**src/hw/pmc_pkg.sv**
```systemverilog
package pmc_pkg;

  // ==========================================================================
  // Register offsets on the plain register port.
  localparam logic [3:0] ADDR_MAP_ONE  = 4'h0;
  localparam logic [3:0] ADDR_MAP_TWO  = 4'h1;
  localparam logic [3:0] ADDR_CONFIG   = 4'h2;
  localparam logic [3:0] ADDR_IRQ_STAT = 4'h3;
  localparam logic [3:0] ADDR_IRQ_MASK = 4'h4;
  localparam logic [3:0] ADDR_STATUS   = 4'h5;

  // ==========================================================================
  // Field positions and reset values.
  localparam int PIN0_LSB = 6;
  localparam int PIN1_LSB = 4;
  localparam int PIN2_LSB = 2;
  localparam int PIN3_LSB = 0;
  localparam int PIN4_LSB = 6;
  localparam int PIN5_LSB = 4;
  localparam int CFG_PKT_BIT  = 0;
  localparam int CFG_SYNC_BIT = 1;
  localparam logic [7:0] MAP_ONE_RST = 8'h00;
  localparam logic [7:0] MAP_TWO_RST = 8'h00;
  localparam logic [1:0] CONFIG_RST  = 2'h1;
  localparam logic [3:0] IRQ_RST     = 4'h0;

  // Interrupt status bits: sync match, payload ready, packet sent, fifo full.
  localparam int IRQ_SYNC = 0;
  localparam int IRQ_PAYL = 1;
  localparam int IRQ_SENT = 2;
  localparam int IRQ_FULL = 3;

  // ==========================================================================
  // Operating state codes coming from the sequencer.
  localparam logic [2:0] OP_SLEEP = 3'h0;
  localparam logic [2:0] OP_STBY  = 3'h1;
  localparam logic [2:0] OP_FS    = 3'h2;
  localparam logic [2:0] OP_RX    = 3'h3;
  localparam logic [2:0] OP_TX    = 3'h4;

  // ==========================================================================
  // Bit timing.
  localparam int CLK_PERIOD_NS = 100;
  localparam int BIT_PERIOD_NS = 800;
  localparam logic [7:0] HALF_BIT_CYCLES = 8'(BIT_PERIOD_NS / (2 * CLK_PERIOD_NS));

  // ==========================================================================
  // Link state machine.
  typedef enum logic [3:0] {
    LNK_IDLE   = 4'h1,
    LNK_TX     = 4'h2,
    LNK_RX_RAW = 4'h4,
    LNK_RX_SYN = 4'h8
  } pmc_link_t;

  typedef struct packed {
    logic [7:0] map_one;
    logic [7:0] map_two;
    logic [1:0] cfg;
    logic [3:0] irq_st;
    logic [3:0] irq_mask;
    logic [3:0] ev_prev;
    logic [7:0] rdata;
    logic       irq;
    pmc_link_t  link;
    logic [7:0] cnt;
    logic       ck;
    logic       dat;
    logic       dat_oe;
    logic       tx_bit;
    logic       prev_demod;
    logic [5:0] pins;
    logic       pkt_en;
  } pmc_state_t;

endpackage : pmc_pkg

```
**src/hw/pmc_sync2.sv**
```systemverilog
`timescale 1ns/1ps

module pmc_sync2 (
  input  wire logic mclk_i,
  input  wire logic rst_n_i,
  input  wire logic async_i,
  output logic      sync_o
);

  // ==========================================================================
  // Two-stage synchroniser; the first stage feeds only the second.
  logic meta_r;

  always_ff @(posedge mclk_i) begin
    if (!rst_n_i) begin
      meta_r <= 1'b0;
      sync_o <= 1'b0;
    end else begin
      meta_r <= async_i;
      sync_o <= meta_r;
    end
  end

endmodule : pmc_sync2

```
**src/hw/pmc_top.sv**
```systemverilog
// Chosen here: the strobed register port and the address map.
`timescale 1ns/1ps

// Notes on behaviour
// - Six output pins each carry a signal picked by a 2-bit code from two mapping registers, pin 2 only in packet mode.
// - Continuous mode pin 0 gives sync match, rssi/preamble or receive-ready per code.
// - Packet mode pin 0 gives payload/sent or crc, pin 1 gives fifo level, empty or full.
// - Continuous mode passes raw bits on the data pin and keeps the packet handler off.
// - Continuous transmit drives a bit clock on the pin 1 clock function.
// - Continuous transmit captures the data pin on each rising bit clock edge.
// - Receive without bit synchroniser gives raw demodulator data and no clock.
// - Receive with bit synchroniser gives retimed data and the recovered clock.
// - Synchronised receive data change on the falling clock edge or at a demodulator transition with the clock held low, sampled on the rising.
// - Packet mode forces the bit synchroniser on whatever software sets.
// - The fifo-empty flag is high exactly when the fifo holds no bytes.

module pmc_top #(
  parameter logic [7:0] HALF_BIT = pmc_pkg::HALF_BIT_CYCLES
) (
  input  wire logic       mclk_i,
  input  wire logic       rst_n_i,
  input  wire logic [3:0] reg_addr_i,
  input  wire logic [7:0] reg_wdata_i,
  input  wire logic       reg_wr_i,
  input  wire logic       reg_rd_i,
  output logic      [7:0] reg_rdata_o,
  output logic            irq_o,
  input  wire logic [2:0] op_state_i,
  input  wire logic       sync_match_i,
  input  wire logic       transmit_ready_i,
  input  wire logic       receive_ready_i,
  input  wire logic       rssi_preamble_i,
  input  wire logic       payload_ready_a_i,
  input  wire logic       packet_sent_b_i,
  input  wire logic       crc_good_i,
  input  wire logic       fifo_level_flag_i,
  input  wire logic       fifo_full_flag_i,
  input  wire logic [6:0] fifo_count_i,
  input  wire logic       mode_settled_i,
  input  wire logic       demod_bit_i,
  output logic            tx_bit_o,
  output logic            pkt_handler_en_o,
  output logic            gp_pin_0_o,
  output logic            gp_pin_1_o,
  input  wire logic       gp_pin_2_i,
  output logic            gp_pin_2_o,
  output logic            gp_pin_2_oe_o,
  output logic            gp_pin_3_o,
  output logic            gp_pin_4_o,
  output logic            gp_pin_5_o
);

  // ==========================================================================
  // Data pin input from the external controller.
  logic data_sync;

  pmc_sync2 u_data_sync (
    .mclk_i  (mclk_i),
    .rst_n_i (rst_n_i),
    .async_i (gp_pin_2_i),
    .sync_o  (data_sync)
  );

  // ==========================================================================
  // State and next state.
  pmc_pkg::pmc_state_t s;
  pmc_pkg::pmc_state_t n;
  logic                pkt;
  logic                eff_sync;
  logic                fifo_empty;
  logic [3:0]          ev_now;
  logic [3:0]          ev_set;
  logic [3:0]          clr;
  logic                in_rx;
  logic                in_tx;
  logic [1:0]          c0;
  logic [1:0]          c1;
  logic [1:0]          c2;
  logic [1:0]          c3;
  logic [1:0]          c4;
  logic [1:0]          c5;

  always_comb begin
    n          = s;
    pkt        = s.cfg[pmc_pkg::CFG_PKT_BIT];
    eff_sync   = pkt | s.cfg[pmc_pkg::CFG_SYNC_BIT];
    fifo_empty = (fifo_count_i == 7'h00);
    in_rx      = (op_state_i == pmc_pkg::OP_RX);
    in_tx      = (op_state_i == pmc_pkg::OP_TX);
    c0         = s.map_one[pmc_pkg::PIN0_LSB +: 2];
    c1         = s.map_one[pmc_pkg::PIN1_LSB +: 2];
    c2         = s.map_one[pmc_pkg::PIN2_LSB +: 2];
    c3         = s.map_one[pmc_pkg::PIN3_LSB +: 2];
    c4         = s.map_two[pmc_pkg::PIN4_LSB +: 2];
    c5         = s.map_two[pmc_pkg::PIN5_LSB +: 2];
    ev_now     = {fifo_full_flag_i, packet_sent_b_i, payload_ready_a_i, sync_match_i};
    ev_set     = ev_now & ~s.ev_prev;
    clr        = 4'h0;
    n.ev_prev  = ev_now;

    // ========================================================================
    // Register port.
    n.rdata = 8'h00;
    if (reg_wr_i) begin
      case (reg_addr_i)
        pmc_pkg::ADDR_MAP_ONE:  n.map_one  = reg_wdata_i;
        pmc_pkg::ADDR_MAP_TWO:  n.map_two  = {reg_wdata_i[7:4], 4'h0};
        pmc_pkg::ADDR_CONFIG:   n.cfg      = reg_wdata_i[1:0];
        pmc_pkg::ADDR_IRQ_STAT: clr        = reg_wdata_i[3:0];
        pmc_pkg::ADDR_IRQ_MASK: n.irq_mask = reg_wdata_i[3:0];
        default:                clr        = 4'h0;
      endcase
    end
    if (reg_rd_i) begin
      case (reg_addr_i)
        pmc_pkg::ADDR_MAP_ONE:  n.rdata = s.map_one;
        pmc_pkg::ADDR_MAP_TWO:  n.rdata = s.map_two;
        pmc_pkg::ADDR_CONFIG:   n.rdata = {6'h00, s.cfg};
        pmc_pkg::ADDR_IRQ_STAT: n.rdata = {4'h0, s.irq_st};
        pmc_pkg::ADDR_IRQ_MASK: n.rdata = {4'h0, s.irq_mask};
        pmc_pkg::ADDR_STATUS:   n.rdata = {3'h0, s.link[3:1], fifo_empty, eff_sync};
        default:                n.rdata = 8'h00;
      endcase
    end
    // A new event beats a clear in the same cycle.
    n.irq_st = (s.irq_st & ~clr) | ev_set;
    n.irq    = |(s.irq_st & s.irq_mask);

    // ========================================================================
    // Continuous link state.
    if (!pkt && in_tx) begin
      n.link = pmc_pkg::LNK_TX;
    end else if (!pkt && in_rx) begin
      n.link = eff_sync ? pmc_pkg::LNK_RX_SYN : pmc_pkg::LNK_RX_RAW;
    end else begin
      n.link = pmc_pkg::LNK_IDLE;
    end
    n.pkt_en     = pkt;
    n.prev_demod = demod_bit_i;

    if (n.link != s.link) begin
      n.cnt = 8'h00;
      n.ck  = 1'b0;
    end else begin
      case (s.link)
        pmc_pkg::LNK_TX: begin
          if (s.cnt == HALF_BIT - 8'h01) begin
            n.cnt = 8'h00;
            n.ck  = ~s.ck;
          end else begin
            n.cnt = s.cnt + 8'h01;
          end
          if (n.ck && !s.ck) begin
            n.tx_bit = data_sync;
          end
        end
        pmc_pkg::LNK_RX_SYN: begin
          if (demod_bit_i != s.prev_demod) begin
            n.cnt = 8'h00;
            n.ck  = 1'b0;
            n.dat = demod_bit_i;
          end else if (s.cnt == HALF_BIT - 8'h01) begin
            n.cnt = 8'h00;
            n.ck  = ~s.ck;
            if (s.ck) begin
              n.dat = demod_bit_i;
            end
          end else begin
            n.cnt = s.cnt + 8'h01;
          end
        end
        pmc_pkg::LNK_RX_RAW: begin
          n.ck  = 1'b0;
          n.dat = demod_bit_i;
        end
        default: begin
          n.ck  = 1'b0;
          n.cnt = 8'h00;
        end
      endcase
    end

    // ========================================================================
    // Pin mapping; anything unassigned stays low.
    // Unmapped pins low.
    n.pins   = 6'h00;
    n.dat_oe = 1'b1;
    if (!pkt) begin
      case (c0)
        2'h0:    n.pins[0] = in_rx ? sync_match_i : (in_tx & transmit_ready_i);
        2'h1:    n.pins[0] = in_rx & rssi_preamble_i;
        2'h2:    n.pins[0] = in_rx ? receive_ready_i : (in_tx & transmit_ready_i);
        default: n.pins[0] = 1'b0;
      endcase
      case (c1)
        2'h0:    n.pins[1] = n.ck;
        2'h1:    n.pins[1] = in_rx & rssi_preamble_i;
        default: n.pins[1] = 1'b0;
      endcase
      n.pins[3] = (c3 == 2'h1) & in_rx & rssi_preamble_i;
      n.pins[4] = (c4 == 2'h3) & (op_state_i != pmc_pkg::OP_SLEEP) & mode_settled_i;
      case (c5)
        2'h2:    n.pins[5] = in_rx & rssi_preamble_i;
        2'h3:    n.pins[5] = (op_state_i != pmc_pkg::OP_SLEEP) & mode_settled_i;
        default: n.pins[5] = 1'b0;
      endcase
      // Data pin carries the bit stream.
      n.dat_oe  = (n.link != pmc_pkg::LNK_TX);
      n.pins[2] = (n.link == pmc_pkg::LNK_IDLE) ? 1'b0 : n.dat;
    end else begin
      case (c0)
        2'h0:    n.pins[0] = in_rx ? payload_ready_a_i : (in_tx & packet_sent_b_i);
        2'h1:    n.pins[0] = in_rx & crc_good_i;
        default: n.pins[0] = 1'b0;
      endcase
      case (c1)
        2'h0:    n.pins[1] = fifo_level_flag_i;
        2'h1:    n.pins[1] = fifo_empty;
        2'h2:    n.pins[1] = fifo_full_flag_i;
        default: n.pins[1] = 1'b0;
      endcase
      case (c2)
        2'h0:    n.pins[2] = fifo_full_flag_i;
        2'h1:    n.pins[2] = in_rx & receive_ready_i;
        2'h2:    n.pins[2] = (op_state_i != pmc_pkg::OP_FS) & fifo_full_flag_i;
        default: n.pins[2] = in_rx ? sync_match_i : fifo_full_flag_i;
      endcase
      n.pins[3] = (c3 == 2'h1) ? (in_tx & transmit_ready_i) : fifo_empty;
      n.pins[4] = (c4 == 2'h3) & in_rx & rssi_preamble_i;
      n.pins[5] = (c5 == 2'h3) & (op_state_i != pmc_pkg::OP_SLEEP) & mode_settled_i;
    end
  end

  always_ff @(posedge mclk_i) begin
    if (!rst_n_i) begin
      s          <= '0;
      s.map_one  <= pmc_pkg::MAP_ONE_RST;
      s.map_two  <= pmc_pkg::MAP_TWO_RST;
      s.cfg      <= pmc_pkg::CONFIG_RST;
      s.irq_st   <= pmc_pkg::IRQ_RST;
      s.irq_mask <= pmc_pkg::IRQ_RST;
      s.link     <= pmc_pkg::LNK_IDLE;
      s.dat_oe   <= 1'b1;
    end else begin
      s <= n;
    end
  end

  // ==========================================================================
  // Outputs, all straight from the state register.
  assign reg_rdata_o      = s.rdata;
  assign irq_o            = s.irq;
  assign tx_bit_o         = s.tx_bit;
  assign pkt_handler_en_o = s.pkt_en;
  assign gp_pin_0_o       = s.pins[0];
  assign gp_pin_1_o       = s.pins[1];
  assign gp_pin_2_o       = s.pins[2];
  assign gp_pin_2_oe_o    = s.dat_oe;
  assign gp_pin_3_o       = s.pins[3];
  assign gp_pin_4_o       = s.pins[4];
  assign gp_pin_5_o       = s.pins[5];
endmodule : pmc_top

```
**config.mk**
```make
export PLATFORM = sky130hd
export DESIGN_NAME = pmc_top
export DESIGN_NICKNAME = d
export VERILOG_FILES = /design/src/hw/pmc_pkg.sv /design/src/hw/pmc_sync2.sv /design/src/hw/pmc_top.sv
export SDC_FILE = /design/constraint.sdc
export NUM_CORES = 1
export LEC_CHECK = 0
export ABC_AREA = 1
export BUFFER_PORTS_ARGS = -buffer_cell sky130_fd_sc_hd__buf_2
export CAP_MARGIN = 5
export CORE_AREA = 2 2 74 76
export CTS_CLUSTER_DIAMETER = 150
export DETAILED_ROUTE_END_ITERATION = 6
export DIE_AREA = 0 0 76 78
export PLACE_DENSITY = 0.88
export RECOVER_POWER = 100
export REMOVE_ABC_BUFFERS = 1
export SLEW_MARGIN = 20
export SYNTH_ARGS = -nofsm -noshare
export SYNTH_HDL_FRONTEND = slang
export SYNTH_HIERARCHICAL = 1
export SYNTH_SLANG_ARGS = --single-unit
```
**constraint.sdc**
```tcl
create_clock -name mclk_i -period 2.6 [get_ports mclk_i]
set_input_delay 0.13 -clock mclk_i [delete_from_list [all_inputs] [get_ports mclk_i]]
set_output_delay 0.13 -clock mclk_i [all_outputs]
set_load 0.05 [all_outputs]
```
==> results of run 1 <==
-- flip-flops by register name, indices dropped and copies added, names as in the netlist, 2 cells and up --
signal and flops:
s 28, c3 2, c0 2, c4 2, c5 2, c2 2, reg_rdata_o 8, c1 2
-- stage by stage --
| stage | power (mW) | hold WS, ps | area, sq um | instances |
|---|---|---|---|---|
| floorplan | 1.07 | 219 | 2840 | 402 |
| global placement | 1.14 | 314 | 3210 | 528 |
| detailed placement | 1.14 | 324 | 3210 | 528 |
| CTS | 1.99 | 3.46 | 3440 | 547 |
| global route | 2.04 | 27.4 | 3380 | 547 |
| finish | 1.97 | 9.70 | 3380 | 547 |
-- metal layers --
metal	GRT usage, %	wire length, um	part of all wire, %	vias to the layer above
li1	-	-	-	1452
met1	29.8	2840	40	1342
met2	44.1	3480	48	142
met3	6.51	580	8.1	26
met4	14.7	286	4.0	0
met5	0	0	0	-
-- worst max-delay path by stage --
stage	from	endpoint	slack, ps	cells after the start
after global placement	s[12]	gp_pin_1_o	980	11
after global routing	n[0]	s[17]	540	8
after floorplan	s[12]	gp_pin_1_o	1090	11
after detailed placement	s[12]	gp_pin_1_o	880	11
final	n[0]	s[16]	700	8
after CTS	s[12]	gp_pin_1_o	860	11
-- logic make-up after synthesis --
family | after synthesis | share of synthesized area (%)
fa+ha+maj | 2 | 0.853
compound gates | 76 | 14.5
simple gates | 198 | 30.7
flops | 61 | 41.6
xor+xnor | 5 | 1.49
buf+inv | 74 | 10.8
-- cell type report --
cell class	count	area (sq um)
fillers	442	1670
multi-input cells	281	1360
flip-flops and latches	61	1220
repair buffers	59	284
inverters	60	225
clock buffers	9	124
well taps	70	87.6
clock inverters	7	75.1
-- where the power goes --
part           total, mW  switching (mW)  internal, mW
combinational      0.153           0.102        0.0511
clock              0.846           0.402         0.444
sequential         0.969          0.0128         0.956
-- placed cells by master (no fill, tap or decap), types with 5 or more instances in the layout --
cell type and n:
dfxtp_1 61, nand4_1 5, nand3_1 29, nor3_1 6
o22ai_1 9, nor2_1 48, o21ai_0 30, nand2_1 98
inv_1 60, clkbuf_1 21, clkbuf_8 9, a21oi_1 27
buf_2 35
-- worst reg2reg max path: cells and delay by family (launching register included) --
kind | cells | cell delay (ps)
buffers and inverters | 1 | 170
and+or+nand+nor | 7 | 1260
DFF | 1 | 400
-- what timing repair did --
item | in CTS | in global routing
hold buffers | 3 | 0
setup endpoints to repair | 0 | 0
endpoints found under the hold margin | 3 | 0
==> flow_metrics.py, run 1 <==
metrics = {
    "clock_tree": {
        "root_buffer": "clkbuf_8",
        "ctsHtreeMaxLevel": 3,
        "ctsResizeCount": 0,
        "cts_buffers": 9,
        "cts_tree": "done",
        "clock_sinks": 61,
        "clk_path_buf_depth": 2,
        "clk_pin_slew_worst_paths_ps": 70,
        "post_cts_buffers": 0,
        "clk_latency_ps": 350,
    },
    "min_path": {
        "hold_path_end": "s[34]",
        "min_path_cells": 3,
        "hp-start": "payload_ready_a_i",
        "hold_path_class": "in2reg",
    },
    "sta": {
        "finalSetupTns_ps": 0,
        "fin_skew_ps": 7.33,
        "finalCritPeriodShare_pct": 73.2,
        "hold_viol_final": 0,
        "drv_slew": 0,
        "period_minus_slack_ps": 1900,
        "setup_violations": 0,
        "fmax_ghz": 0.526,
        "tightestPinTransition_ps": 1200,
        "rsz0062_at_grt": "no",
        "layout_setup_ws_ps": 698,
        "max-slew-margin-rel_pct": 20.1,
    },
    "drt": {
        "wirelength_um": 7190,
        "vias": 2962,
        "antenna_left": 0,
        "drt_pass1_iterations": 5,
        "vias_per_cell": 5.41,
        "wl_per_cell_um": 13.1,
        "drtIter0Drc": 269,
        "drc": 0,
    },
    "setup_path": {
        "crit_path_top_delay_cell": "dfxtp_1",
        "worstPathArrival_ps": 2170,
        "path_class": "reg2reg",
        "r2r_setup_slack_ps": 700,
        "crit_top_cell": "nand3_1",
        "timing.rr.start": "n[0]",
        "cp_max_fo": 8,
        "r2r_cells": 8,
        "max_stage_delay_ps": 400,
        "start_kind": "flop",
        "cp_top_family": "simple AND/OR/NAND/NOR gates",
        "reg2reg_to": "s[16]",
        "crit_path_cell_trace": "inv_1 > nand3_1 > nand2_1 > nand2_1 > nand3_1 > nor2_8 > nand3_1 > nor2_1",
        "critPathCaptureType": "flop",
        "cp.required_ps": 2870,
        "cp_num_buf_inv": 1,
    },
    "floorplanning": {
        "start_util_pct": 58.2,
        "pin_count": 56,
        "die-width_um": 76,
        "fp.dieH_um": 78,
        "rows": 26,
        "die_area_sq_um": 5930,
        "coreArea_sq_um": 5040,
    },
    "finish": {
        "fin_util_pct": 67.0,
        "final_net_count": 512,
        "drive_above_1_share_pct": 13.4,
        "diodes": 0,
        "layout-area-overhead-vs-synth_pct": 15.1,
    },
    "logic_synthesis": {
        "netlist-cell-type-count": 33,
        "synth-edff-count": 0,
        "synth_warnings": 6,
        "async_flop_share_pct": 0,
        "synth.cells.most_frequent": "nand2_1 (97), dfxtp_1 (61), inv_1 (58), nor2_1 (47), o21ai_0 (30)",
        "synth_top_cell_by_area": "dfxtp_1",
        "syn_avg_cell_area_sq_um": 7.05,
        "synth.area.top_cells": "dfxtp_1 (42%), nand2_1 (12%), inv_1 (7.4%)",
        "ys_seq_elements": 61,
        "synth_area_sq_um": 2930,
        "ys_seq_area_share_pct": 41.6,
        "synth_top_area_share_pct": 41.6,
        "yosysMostFrequentCell": "nand2_1",
        "synth_flop_cell": "dfxtp_1",
        "synth_cells": 416,
    },
    "power_and_ir_drop": {
        "peakVddDrop_mv": 0.433,
        "power.leakage_nw": 1.50,
        "power_density_nw_per_um2": 583,
    },
    "global_routing": {
        "overflow": 0,
        "gr-usage-all-layers_pct": 25.9,
        "first_global_vias": 2823,
        "grt_first_pass_wirelength_um": 12100,
        "antenna_found_initial": 0,
        "grt_max_degree": 28,
    },
    "placed_design": {
        "hpwl_um": 5410,
        "gp_congestion": 0.932,
        "pre_cts_slack_ps": 875,
        "port_buffers": 55,
    },
    "run_status": {
        "status": "finished clean",
    },
    "job": {
        "maxCapViolCount": 0,
    },
}
Note: power is estimated with default switching activity, not from simulation.
==> run 2, diff against run 1 <==
Settings changed: CORE_AREA 2 2 74 76 to 2 2 80 82, DIE_AREA 0 0 76 78 to 0 0 82 84, PLACE_DENSITY 0.88 to 0.81.
Clock period 2.6 ns to 1.7 ns, I/O delays scaled along.
==> run 2 against run 1 <==
Non-clock buffer count up 5. Critical path depth rose by 3. Count of clock-buffer cells in the layout up 4. Total power rose by 47%. Routed wire length increased by 1.3%. Final area rose by 2.0%. Clock power increased by 38%.
==> flow_metrics.py, run 2 (same netlist as run 1, synthesis figures left out) <==
metrics = {
    "global_routing": {
        "first_global_vias": 2807,
        "antenna_found_initial": 0,
        "grt_first_pass_wirelength_um": 12200,
        "grt_max_degree": 21,
        "overflow": 0,
        "gr-usage-all-layers_pct": 23.0,
    },
    "floorplanning": {
        "start_util_pct": 48.1,
        "rows": 29,
        "coreArea_sq_um": 6100,
        "die-width_um": 82,
        "die_area_sq_um": 6890,
        "pin_count": 56,
        "fp.dieH_um": 84,
    },
    "power_and_ir_drop": {
        "peakVddDrop_mv": 0.534,
        "power_density_nw_per_um2": 840,
        "power.leakage_nw": 1.51,
    },
    "sta": {
        "finalCritPeriodShare_pct": 92.5,
        "fin_skew_ps": 6.13,
        "hold_viol_final": 0,
        "tightestPinTransition_ps": 822,
        "drv_slew": 0,
        "fmax_ghz": 0.636,
        "setup_violations": 0,
        "period_minus_slack_ps": 1570,
        "finalSetupTns_ps": 0,
        "max-slew-margin-rel_pct": 45.2,
        "rsz0062_at_grt": "no",
    },
    "clock_tree": {
        "clk_latency_ps": 340,
        "post_cts_buffers": 0,
        "clock_sinks": 61,
        "ctsHtreeMaxLevel": 3,
        "cts_tree": "done",
        "clk_pin_slew_worst_paths_ps": 70,
        "cts_buffers": 9,
        "root_buffer": "clkbuf_8",
        "clk_path_buf_depth": 2,
    },
    "run_status": {
        "status": "finished clean",
    },
    "setup_path": {
        "path_class": "reg2reg",
        "worstPathArrival_ps": 1860,
        "start_kind": "flop",
        "r2r_cells": 11,
        "cp_max_fo": 3,
        "critPathCaptureType": "flop",
        "cp.required_ps": 1990,
    },
    "drt": {
        "vias_per_cell": 5.17,
        "drtIter0Drc": 161,
        "drc": 0,
        "antenna_left": 0,
        "wl_per_cell_um": 13.0,
        "wirelength_um": 7280,
        "drt_pass1_iterations": 5,
        "vias": 2890,
    },
    "placed_design": {
        "gp_congestion": 0.927,
        "port_buffers": 55,
        "placed_cell_area_sq_um": 3240,
        "hpwl_um": 5490,
    },
    "min_path": {
        "min_path_cells": 3,
        "hold_path_class": "in2reg",
    },
    "finish": {
        "largest-register": "s",
        "final_cell_mix": "nand2_1 (98), dfxtp_1 (59), inv_1 (58), nor2_1 (47), buf_2 (32)",
        "final_net_count": 517,
        "layout_commonest_cell": "nand2_1",
        "final_cell_area_sq_um": 3450,
        "largest_reg_flops": 28,
        "diodes": 0,
        "layout-area-overhead-vs-synth_pct": 17.5,
        "drive_above_1_share_pct": 14.5,
    },
    "job": {
        "maxCapViolCount": 0,
    },
}
## run 2: cell types whose count changed in the layout (fill, tap and decap cells not counted), sizes merged
cell         change
clkbuf           +7
inv              -2
dlygate4sd3      +2
bufinv           -1
clkinvlp         -1
## run 2: cell type report
cell class,instances,area [sq um]
tap,77,96.3
fill,588,2650
timing repair buffer,64,323
sequential,61,1220
clock buffer,13,159
inverter,60,225
clock inverter,3,20.0
multi-input combinational,281,1400
## run 2: per-stage QoR
step                      hold WS [ps]  setup WS (ps)  total power [mW]  instances  util [%]
after floorplan                    174            192              1.63        402         -
after global placement             269           99.8              1.74        538      53.2
after detailed placement           275           35.5              1.75        538      53.2
after CTS                         2.62           19.2              2.92        559      57.0
after global routing              33.6          0.614              3.01        559      56.5
final                             15.9            127              2.89        559      56.5
## run 2: final timing paths
path / from / endpoint / slack, ps
setup / recovery: s[12] / gp_pin_1_o / 130
hold / removal: reg_wdata_i[7] / c0[1] / 20
setup reg to reg: s[12] / gp_pin_1_o / 130
hold reg to reg: u_data_sync/meta_r / u_data_sync/sync_o / 420
## run 2: timing repair
action                     CTS  global route
hold endpoints to repair     5             0
gates resized for setup      0             5
setup endpoints to repair    0             3
hold buffers                 5             0
## run 2: worst max-delay path, cell delays in order (launching register included)
cell,delay [ps]
dfxtp_2,350
ha_2,190
nand2_1,60
nor2_2,120
nand2_1,100
inv_1,90
ha_1,230
a21oi_2,140
nand3_2,80
nand2_1,60
nand2_1,50
nand2_1,60
## run 2: routing by layer
| metal | up-vias | global-route usage, % | share of wire, % |
|---|---|---|---|
| met1 | 1307 | 26.2 | 41 |
| met5 | - | 0 | 0 |
| met3 | 14 | 7.58 | 7.7 |
| li1 | 1458 | - | - |
| met4 | 0 | 8.18 | 2.0 |
| met2 | 111 | 39.2 | 49 |
## run 2: power breakdown
group,internal (mW),leakage (nW),total (mW),switching [mW]
registers,1.46,0.497,1.48,0.0200
clock network,0.607,0.0857,1.17,0.561
logic,0.0843,0.924,0.244,0.160
total,2.15,1.51,2.89,0.741
